$ cat src/common/stc_pkg.sv
// package: register map, field layout and reset values of the secondary time base control
package stc_pkg;
    localparam logic [7:0]  STC_OFS_CTRL       = 8'h00;
    localparam logic [7:0]  STC_OFS_PERIOD     = 8'h04;
    localparam logic [7:0]  STC_OFS_ACT_PERIOD = 8'h08;
    localparam logic [7:0]  STC_OFS_STATUS     = 8'h0c;
    localparam logic [7:0]  STC_OFS_MASK       = 8'h10;

    localparam int          STC_POS_PENDING  = 12;
    localparam int          STC_POS_IRQ_EN   = 11;
    localparam int          STC_POS_IMM_UPD  = 10;
    localparam int          STC_POS_POL_INV  = 9;
    localparam int          STC_POS_SYNC_OE  = 8;
    localparam int          STC_POS_SYNC_EN  = 7;
    localparam int          STC_POS_SRC_LO   = 4;
    localparam int          STC_POS_PS_LO    = 0;

    localparam logic [11:0] STC_CTRL_WR_MASK = 12'hfff;
    localparam logic [15:0] STC_CTRL_RESET   = 16'h0000;
    localparam logic [15:0] STC_PERIOD_RESET = 16'hffff;
    localparam logic [2:0]  STC_STAT_RESET   = 3'h0;

    localparam int          STC_ST_EVENT  = 0;
    localparam int          STC_ST_SYNC   = 1;
    localparam int          STC_ST_RELOAD = 2;

    localparam logic [2:0]  STC_SRC_ONE = 3'h0;
    localparam logic [2:0]  STC_SRC_TWO = 3'h1;
endpackage

$ cat src/common/stc_ps_if.sv
// interface: compare match, postscale code and trigger between control and postscaler
`timescale 1ns/1ps
interface stc_ps_if;
    logic       match;
    logic [3:0] code;
    logic       trigger;
    modport ctl (output match, output code, input trigger);
    modport ps  (input match, input code, output trigger);
endinterface

$ cat src/core/stc_postscale.sv
// postscaler: divides special event compare matches into triggers
`timescale 1ns/1ps
module stc_postscale
    import stc_pkg::*;
(
    input  wire logic sys_clk,
    input  wire logic rst_n,
    stc_ps_if.ps      bus
);
    logic [3:0] cnt_r;
    logic       trig_r;

    assign bus.trigger = trig_r;

    // a count already past a lowered code fires on the next match rather than wrapping
    always_ff @(posedge sys_clk) begin
        if (!rst_n) begin
            cnt_r <= 4'h0;
        end else if (bus.match) begin
            cnt_r <= (cnt_r >= bus.code) ? 4'h0 : cnt_r + 4'h1;
        end
    end

    always_ff @(posedge sys_clk) begin
        if (!rst_n) begin
            trig_r <= 1'b0;
        end else begin
            trig_r <= bus.match && (cnt_r >= bus.code);
        end
    end

    ////////////////////////////////////////////////////////////////////////
    AST_PS_EVERY: assert property (@(posedge sys_clk) disable iff (!rst_n)
        (bus.match && bus.code == 4'h0) |=> trig_r)
        else $error("code zero did not trigger on a match");
    AST_PS_DIV: assert property (@(posedge sys_clk) disable iff (!rst_n)
        (bus.match && cnt_r < bus.code) |=> !trig_r)
        else $error("trigger before the postscale count was reached");
    COV_PS_TWO: cover property (@(posedge sys_clk) disable iff (!rst_n)
        bus.code == 4'h1 && trig_r);
endmodule

$ cat src/core/stc_top.sv
// secondary time base control: registers, period update, sync in/out, special event interrupt
// What this block does
// - special event sets a pending flag; software clears it by writing one to status; interrupt gated by enable bit.
// - immediate update bit applies new period now, otherwise at cycle boundary.
// - polarity bit inverts sync inputs and sync output; output driven only when enabled.
// - source code 000 selects input one, 001 input two; sync only when enabled.
// - postscale code n triggers every n+1 compare matches, up to sixteen.
// - postscale code 0000 triggers on every compare match.
//
// Our own choices: the Avalon-MM interface to the registers and the register addresses.
`timescale 1ns/1ps
module stc_top
    import stc_pkg::*;
(
    input  wire logic        sys_clk,
    input  wire logic        rst_n,
    input  wire logic [7:0]  avs_address,
    input  wire logic        avs_read,
    input  wire logic        avs_write,
    input  wire logic [31:0] avs_writedata,
    input  wire logic [3:0]  avs_byteenable,
    output logic      [31:0] avs_readdata,
    output logic             avs_waitrequest,
    input  wire logic        cycle_boundary,
    input  wire logic        compare_match,
    input  wire logic        sync_input_one,
    input  wire logic        sync_input_two,
    output logic             sync_output_two,
    output logic             sync_output_two_oe,
    output logic      [15:0] active_period,
    output logic             period_load,
    output logic             ext_sync_reset,
    output logic             special_event_trigger,
    output logic             irq
);
    ////////////////////////////////////////////////////////////////////////
    // register bus slave
    logic        ack_r;
    logic [31:0] readdata_r;
    logic [15:0] ctrl_r;
    logic [15:0] period_shadow_r;
    logic [15:0] active_period_r;
    logic        reload_pend_r;
    logic [2:0]  status_r;
    logic [2:0]  mask_r;
    logic        wr_go;
    logic [15:0] wmask;

    function automatic logic hit(input logic [7:0] addr, input logic [7:0] ofs);
        return addr == ofs;
    endfunction

    // one wait cycle: read data are registered on the first edge, taken on the second
    assign avs_waitrequest = (avs_read || avs_write) && !ack_r;
    assign wr_go           = avs_write && ack_r;
    assign wmask           = {{8{avs_byteenable[1]}}, {8{avs_byteenable[0]}}};
    assign avs_readdata    = readdata_r;

    always_ff @(posedge sys_clk) begin
        if (!rst_n) begin
            ack_r <= 1'b0;
        end else begin
            ack_r <= (avs_read || avs_write) && !ack_r;
        end
    end

    always_ff @(posedge sys_clk) begin
        if (!rst_n) begin
            readdata_r <= 32'h0000_0000;
        end else if (avs_read && !ack_r) begin
            readdata_r <= 32'h0000_0000;
            if (hit(avs_address, STC_OFS_CTRL)) begin
                readdata_r[15:0] <= {3'h0, status_r[STC_ST_EVENT], ctrl_r[11:0]};
            end else if (hit(avs_address, STC_OFS_PERIOD)) begin
                readdata_r[15:0] <= period_shadow_r;
            end else if (hit(avs_address, STC_OFS_ACT_PERIOD)) begin
                readdata_r[15:0] <= active_period_r;
            end else if (hit(avs_address, STC_OFS_STATUS)) begin
                readdata_r[2:0] <= status_r;
            end else if (hit(avs_address, STC_OFS_MASK)) begin
                readdata_r[2:0] <= mask_r;
            end
        end
    end

    ////////////////////////////////////////////////////////////////////////
    // control register; bits 15..13 and the pending bit are never stored from the bus
    always_ff @(posedge sys_clk) begin
        if (!rst_n) begin
            ctrl_r <= STC_CTRL_RESET;
        end else if (wr_go && hit(avs_address, STC_OFS_CTRL)) begin
            ctrl_r <= {4'h0, (ctrl_r[11:0] & ~(wmask[11:0] & STC_CTRL_WR_MASK))
                             | (avs_writedata[11:0] & wmask[11:0] & STC_CTRL_WR_MASK)};
        end
    end

    logic       irq_en;
    logic       imm_upd;
    logic       pol_inv;
    logic       sync_oe;
    logic       sync_en;
    logic [2:0] sync_src;

    assign irq_en   = ctrl_r[STC_POS_IRQ_EN];
    assign imm_upd  = ctrl_r[STC_POS_IMM_UPD];
    assign pol_inv  = ctrl_r[STC_POS_POL_INV];
    assign sync_oe  = ctrl_r[STC_POS_SYNC_OE];
    assign sync_en  = ctrl_r[STC_POS_SYNC_EN];
    assign sync_src = ctrl_r[STC_POS_SRC_LO +: 3];

    ////////////////////////////////////////////////////////////////////////
    // period shadow and active period
    logic period_wr;
    assign period_wr = wr_go && hit(avs_address, STC_OFS_PERIOD);

    always_ff @(posedge sys_clk) begin
        if (!rst_n) begin
            period_shadow_r <= STC_PERIOD_RESET;
        end else if (period_wr) begin
            period_shadow_r <= (period_shadow_r & ~wmask) | (avs_writedata[15:0] & wmask);
        end
    end

    // a deferred value waits for the counter's own boundary so a running period is never cut short
    always_ff @(posedge sys_clk) begin
        if (!rst_n) begin
            active_period_r <= STC_PERIOD_RESET;
            reload_pend_r   <= 1'b0;
        end else if (period_wr && imm_upd) begin
            active_period_r <= (period_shadow_r & ~wmask) | (avs_writedata[15:0] & wmask);
            reload_pend_r   <= 1'b0;
        end else if (period_wr) begin
            reload_pend_r <= 1'b1;
        end else if (cycle_boundary && reload_pend_r) begin
            active_period_r <= period_shadow_r;
            reload_pend_r   <= 1'b0;
        end
    end

    logic load_r;
    always_ff @(posedge sys_clk) begin
        if (!rst_n) begin
            load_r <= 1'b0;
        end else begin
            load_r <= (period_wr && imm_upd) || (!period_wr && cycle_boundary && reload_pend_r);
        end
    end
    assign active_period = active_period_r;
    assign period_load   = load_r;

    ////////////////////////////////////////////////////////////////////////
    // sync inputs: two flops, polarity, source select, edge detect
    logic [1:0] sync_s1_r;
    logic [1:0] sync_s2_r;
    logic       sync_prev_r;
    logic       sync_sel;
    logic       sync_valid;
    logic       sync_pulse_r;

    always_ff @(posedge sys_clk) begin
        if (!rst_n) begin
            sync_s1_r <= 2'h0;
            sync_s2_r <= 2'h0;
        end else begin
            sync_s1_r <= {sync_input_two, sync_input_one};
            sync_s2_r <= sync_s1_r;
        end
    end

    // reserved source codes select nothing, so no sync can fire from them
    always_comb begin
        sync_valid = 1'b1;
        unique case (sync_src)
            STC_SRC_ONE: sync_sel = sync_s2_r[0] ^ pol_inv;
            STC_SRC_TWO: sync_sel = sync_s2_r[1] ^ pol_inv;
            default: begin
                sync_sel   = 1'b0;
                sync_valid = 1'b0;
            end
        endcase
    end

    always_ff @(posedge sys_clk) begin
        if (!rst_n) begin
            sync_prev_r  <= 1'b0;
            sync_pulse_r <= 1'b0;
        end else begin
            sync_prev_r  <= sync_sel;
            sync_pulse_r <= sync_en && sync_valid && sync_sel && !sync_prev_r;
        end
    end
    assign ext_sync_reset = sync_pulse_r;

    ////////////////////////////////////////////////////////////////////////
    // sync output: one-cycle pulse at each period boundary, polarity applied
    logic sync_out_r;
    always_ff @(posedge sys_clk) begin
        if (!rst_n) begin
            sync_out_r <= 1'b0;
        end else begin
            sync_out_r <= cycle_boundary ^ pol_inv;
        end
    end
    assign sync_output_two    = sync_oe ? sync_out_r : 1'b0;
    assign sync_output_two_oe = sync_oe;

    ////////////////////////////////////////////////////////////////////////
    // postscaler
    stc_ps_if ps_bus();
    assign ps_bus.match   = compare_match;
    assign ps_bus.code    = ctrl_r[STC_POS_PS_LO +: 4];
    assign special_event_trigger = ps_bus.trigger;

    stc_postscale u_ps (
        .sys_clk (sys_clk),
        .rst_n   (rst_n),
        .bus     (ps_bus.ps)
    );

    ////////////////////////////////////////////////////////////////////////
    // sticky status, write one to clear; a new event wins over a clear in the same cycle
    logic [2:0] st_set;
    logic [2:0] st_clr;
    assign st_set = {load_r, sync_pulse_r, ps_bus.trigger};
    assign st_clr = (wr_go && hit(avs_address, STC_OFS_STATUS) && avs_byteenable[0])
                    ? avs_writedata[2:0] : 3'h0;

    always_ff @(posedge sys_clk) begin
        if (!rst_n) begin
            status_r <= STC_STAT_RESET;
        end else begin
            status_r <= st_set | (status_r & ~st_clr);
        end
    end

    always_ff @(posedge sys_clk) begin
        if (!rst_n) begin
            mask_r <= STC_STAT_RESET;
        end else if (wr_go && hit(avs_address, STC_OFS_MASK) && avs_byteenable[0]) begin
            mask_r <= avs_writedata[2:0];
        end
    end

    // the special event line also needs its own enable bit
    assign irq = |(status_r & mask_r & {2'b11, irq_en});

    ////////////////////////////////////////////////////////////////////////
    // checks
    AST_PEND_SET: assert property (@(posedge sys_clk) disable iff (!rst_n)
        ps_bus.trigger |=> status_r[STC_ST_EVENT] ##1 (status_r[STC_ST_EVENT] || $past(st_clr[STC_ST_EVENT])))
        else $error("pending flag lost after special event");
    AST_IRQ_GATE: assert property (@(posedge sys_clk) disable iff (!rst_n)
        (!irq_en && (status_r[2:1] & mask_r[2:1]) == 2'h0) |-> !irq)
        else $error("interrupt raised while special event irq disabled");
    AST_IMM_UPD: assert property (@(posedge sys_clk) disable iff (!rst_n)
        (period_wr && imm_upd && avs_byteenable[1:0] == 2'h3) |=>
        (active_period_r == $past(avs_writedata[15:0]) && load_r))
        else $error("immediate period update not applied");
    AST_DEFER_HOLD: assert property (@(posedge sys_clk) disable iff (!rst_n)
        (!(period_wr && imm_upd) && !cycle_boundary) |=> $stable(active_period_r))
        else $error("active period changed away from a cycle boundary");
    AST_SYNC_OUT: assert property (@(posedge sys_clk) disable iff (!rst_n)
        (cycle_boundary && sync_oe && !pol_inv) ##1 sync_oe |-> sync_output_two)
        else $error("sync output missing at boundary");
    AST_SYNC_OFF: assert property (@(posedge sys_clk) disable iff (!rst_n)
        !sync_oe |-> (!sync_output_two && !sync_output_two_oe))
        else $error("sync output driven while disabled");
    AST_SYNC_SRC: assert property (@(posedge sys_clk) disable iff (!rst_n)
        (sync_src > STC_SRC_TWO || !sync_en) |=> !sync_pulse_r)
        else $error("external sync from reserved source or while disabled");
    AST_SYNC_EDGE: assert property (@(posedge sys_clk) disable iff (!rst_n)
        (sync_en && sync_src == STC_SRC_ONE && !pol_inv && $rose(sync_s2_r[0])
         && $stable(ctrl_r)) |=> sync_pulse_r)
        else $error("selected sync input edge not forwarded");
    AST_RSVD_ZERO: assert property (@(posedge sys_clk) disable iff (!rst_n)
        (avs_read && !avs_waitrequest) |-> avs_readdata[31:16] == 16'h0000 &&
        (!hit(avs_address, STC_OFS_CTRL) || avs_readdata[15:13] == 3'h0))
        else $error("unimplemented control bits read nonzero");
    AST_BUS_ONE_WAIT: assert property (@(posedge sys_clk) disable iff (!rst_n)
        $rose(avs_read || avs_write) |-> avs_waitrequest ##1 !avs_waitrequest)
        else $error("bus answer not after exactly one wait cycle");

    COV_TRIG_IRQ: cover property (@(posedge sys_clk) disable iff (!rst_n) ps_bus.trigger ##1 irq);
    COV_EXT_SYNC: cover property (@(posedge sys_clk) disable iff (!rst_n) sync_pulse_r);
    COV_DEFER:    cover property (@(posedge sys_clk) disable iff (!rst_n)
        cycle_boundary && reload_pend_r);
    COV_IMM:      cover property (@(posedge sys_clk) disable iff (!rst_n) period_wr && imm_upd);
endmodule

$ cat config.mk
export PLATFORM = sky130hd
export DESIGN_NAME = stc_top
export DESIGN_NICKNAME = d
export VERILOG_FILES = /design/src/common/stc_pkg.sv /design/src/common/stc_ps_if.sv /design/src/core/stc_postscale.sv /design/src/core/stc_top.sv
export SDC_FILE = /design/constraint.sdc
export NUM_CORES = 1
export LEC_CHECK = 0
export ABC_AREA = 0
export BUFFER_PORTS_ARGS = -buffer_cell sky130_fd_sc_hd__buf_2
export CAP_MARGIN = 0
export CORE_MARGIN = 4
export CORE_UTILIZATION = 54
export CTS_BUF_LIST = sky130_fd_sc_hd__clkbuf_8
export DETAILED_ROUTE_END_ITERATION = 8
export HOLD_SLACK_MARGIN = 0.02
export PLACE_DENSITY = 0.89
export SLEW_MARGIN = 20
export SYNTH_ARGS = -nofsm -noshare
export SYNTH_HDL_FRONTEND = slang
export SYNTH_SLANG_ARGS = --single-unit
$ cat constraint.sdc
create_clock -name sys_clk -period 2.9 [get_ports sys_clk]
set_clock_uncertainty 0.15 [all_clocks]
set_input_delay 0.58 -clock sys_clk [delete_from_list [all_inputs] [get_ports sys_clk]]
set_output_delay 0.58 -clock sys_clk [all_outputs]
set_load 0.1 [all_outputs]
==> metrics.md <==
| Metric | Value |
|---|---|
| Slew Limit Headroom | `66.2%` |
| Pin count of the biggest net entering global routing | `37` |
| Die width | `92.9 µm` |
| Crit path kind | `in2reg` |
| Root buffer cell | `clkbuf_8` |
| DRC viols | `0` |
| Worst-Skew Late Latency | `approximately 360 ps` |
| Yosys reg bits | `81` |
| GP Congestion | `0.928` |
| Initial antenna violation count | `0` |
| Area grow syn2layout | `15.9%` |
| GRT Total Usage | `24.9%` |
| Most common cell after layout, fill and taps aside | `dfxtp_1` |
| TritonCTS clock tree | `built` |
| Multi-input gate area | `a little over 2000 µm²` |
| Final Power | `2.18 mW` |
| Ports | `107` |
| Final setup margin | `735 ps` |
| Diode count | `0` |
| Port bufs | `approximately 70` |
| Worst hold slack | `284 ps` |
| Post-synth EDFFs | `0` |
| FMAX | `0.462 GHz` |
| Vias per std cell | `5.71` |
| Nets | `between 500 and 600` |
| Vias in the first global route | `between 3000 and 4000` |
| Final Critical Period | `between 2000 and 2500 ps` |
| Yosys Warn Count | `0` |
| TritonRoute pass-1 iters | `5` |
| Pre-CTS worst setup slack | `~430 ps` |
| Clock transition at the registers of the reported paths | `70 ps` |
| Setup TNS | `0 ps` |
| Post-layout util | `65.3%` |
| HP Class | `in2reg` |
| Die H | `between 90 and 100 µm` |
| Layout cells sized above 1 | `20.4%` |
| CP max stage delay | `~650 ps` |
| Final slew viol count | `0` |
| CTS sink count | `slightly above 80` |
| Slowest stage cell, crit path | `or4_1` |
| Cell Area, Synth | `3890 µm²` |
| CP endpoint kind | `register` |
| Final WL | `10.5 mm` |
| Global route total overflow | `0` |
| Vias | `3623` |
| Outcome | `complete, no violations` |
| Setup Fix Bufs, Post-CTS | `0` |
| Crit path buffers/inverters | `2` |
| Hold buffers post-CTS | `0` |
| Crit Path Max Fanout | `12` |
| HPWL Detailed | `7.58 mm` |
| Drt initial violations | `around 350` |
| Post-synthesis sequential area ratio | `41.7%` |
| Final setup violation count | `0` |
| Final ANT Viol Nets | `0` |
| Actual slew at the worst max-slew pin | `505 ps` |
| Number of max-cap violations | `0` |
| Commonest cells after routing, fill and taps aside | `81 x dfxtp_1, 72 x buf_2, 68 x nand2_1, 34 x a21oi_1, 30 x o21ai_0` |
| Worst path required time | `roughly 3000 ps` |
| Area after DPL | `4320 µm²` |
| Fillers | `around 600` |
| First-pass GRT wire length | `17.0 mm` |
| Clock Tree Buf Depth | `2` |
| Fin area | `4510 µm²` |
| Sequential cell area | `1620 µm²` |
| Resize count post-CTS | `0` |
| Main synth FF type | `dfxtp_1` |
| WL/cell | `16.6 µm` |
| Critical path launch point type | `input port` |
| CP Cell Sequence | `buf_2, buf_4, or4_1, nor4_4, mux2i_1, nor2b_1` |
| Die ar. | `about 8600 µm²` |
| Initial core utilization | `between 50 and 60%` |
| Crit path arrival time | `approximately 2300 ps` |
| Unique cell type count in the Yosys netlist | `47` |
| Cell Rows | `30` |
| Cells after Synth | `461` |
| RSZ-0062 raised after global routing | `false` |
| Ys async rst share | `0%` |
| Mean area per synthesized cell | `8.44 µm²` |
| Delay-heaviest family, CP | `simple AND/OR/NAND/NOR gates` |
| Power Dens Cells | `between 400 and 500 nW/µm²` |
| Inst Count DP | `618` |
| Post-Layout Cell Count | `around 630` |
| Final Hold Viols | `0` |
| Core footprint | `6910 µm²` |
| Part of the cycle the worst path needs | `roughly 75%` |
| Number of buffers created by CTS | `9` |
| H-Tree Depth | `3` |
| Leakage | `2.03 nW` |
| Worst VDD drop | `between 0.0003 and 0.0004 V` |
## cell families (layout without fill, tap and decap cells)
family                     count (synthesis)  count (layout)  share of synthesized area [%]
DFF                                       81              81                           41.7
xor gates and xnor gates                   5               5                           1.13
buffers and inverters                     63             125                           7.98
and+or+nand+nor                          153             153                           19.9
other                                      1              16                         0.0964
AOI/OAI and AO/OA                        125             125                           20.3
muxes                                     28              28                           7.27
adders and majority gates                  5               5                           1.61
## routing by layer
metal  GRT usage, %  part of all wire, %  vias to the layer above
met5              0                    0                        -
met4           9.40                  1.8                        0
met3           5.28                  8.2                       23
met2           43.9                   51                      181
met1           29.4                   39                     1697
li1               -                    -                     1722
## cell usage after synthesis, drive strengths merged, types with 4 or more instances
library cell | instances | area share [%]
a22oi | 8 | 1.5
inv | 20 | 1.9
a31oi | 4 | 0.64
nand2 | 69 | 6.7
dfxtp | 81 | 42
nor4 | 4 | 1.4
and2 | 10 | 1.6
o31ai | 10 | 1.9
a21boi | 15 | 2.9
nor2 | 25 | 2.4
a21oi | 34 | 4.4
mux2i | 26 | 6.7
nand3 | 8 | 1.0
o211a | 5 | 1.3
ha | 5 | 1.6
nor2b | 14 | 2.3
buf | 22 | 4.0
o22ai | 6 | 0.97
clkbuf | 21 | 2.0
o21ai | 30 | 3.9
## where the power goes
| group | internal, mW | switching, mW |
|---|---|---|
| Combinational | 0.0568 | 0.204 |
| Sequential | 1.12 | 0.00584 |
| Clock | 0.409 | 0.388 |
| Total | 1.59 | 0.598 |
## worst register-to-register path, stage by stage (launching register included)
cell and delay, ps:
dfxtp_1 400, and4b_1 310, nand4_1 450, nand2b_1 360
nor2_1 60, o21ai_0 160
## layout make-up
type / count / share of cell area (%)
well taps: 96 / 2.67
clock inverters: 6 / 1.14
clock buffers: 10 / 3.05
flip-flops and latches: 81 / 36.0
inverters: 20 / 1.67
multi-input cells: 332 / 44.7
repair buffers: 89 / 10.8
## worst paths after layout
path | end | slack, ps | cells past startpoint | startpoint
hold / removal | sync_s1_r[1]$_SDFF_PN0_ | 280 | 2 | sync_input_two
setup / recovery | mask_r[1]$_SDFFE_PN0P_ | 740 | 6 | avs_address[3]
setup reg to reg | active_period[13]$_SDFFE_PN1P_ | 940 | 5 | ack_r$_SDFF_PN0_
hold reg to reg | sync_s2_r[1]$_SDFF_PN0_ | 290 | 1 | sync_s1_r[1]$_SDFF_PN0_
No activity file was read; power rests on OpenSTA's default activity.
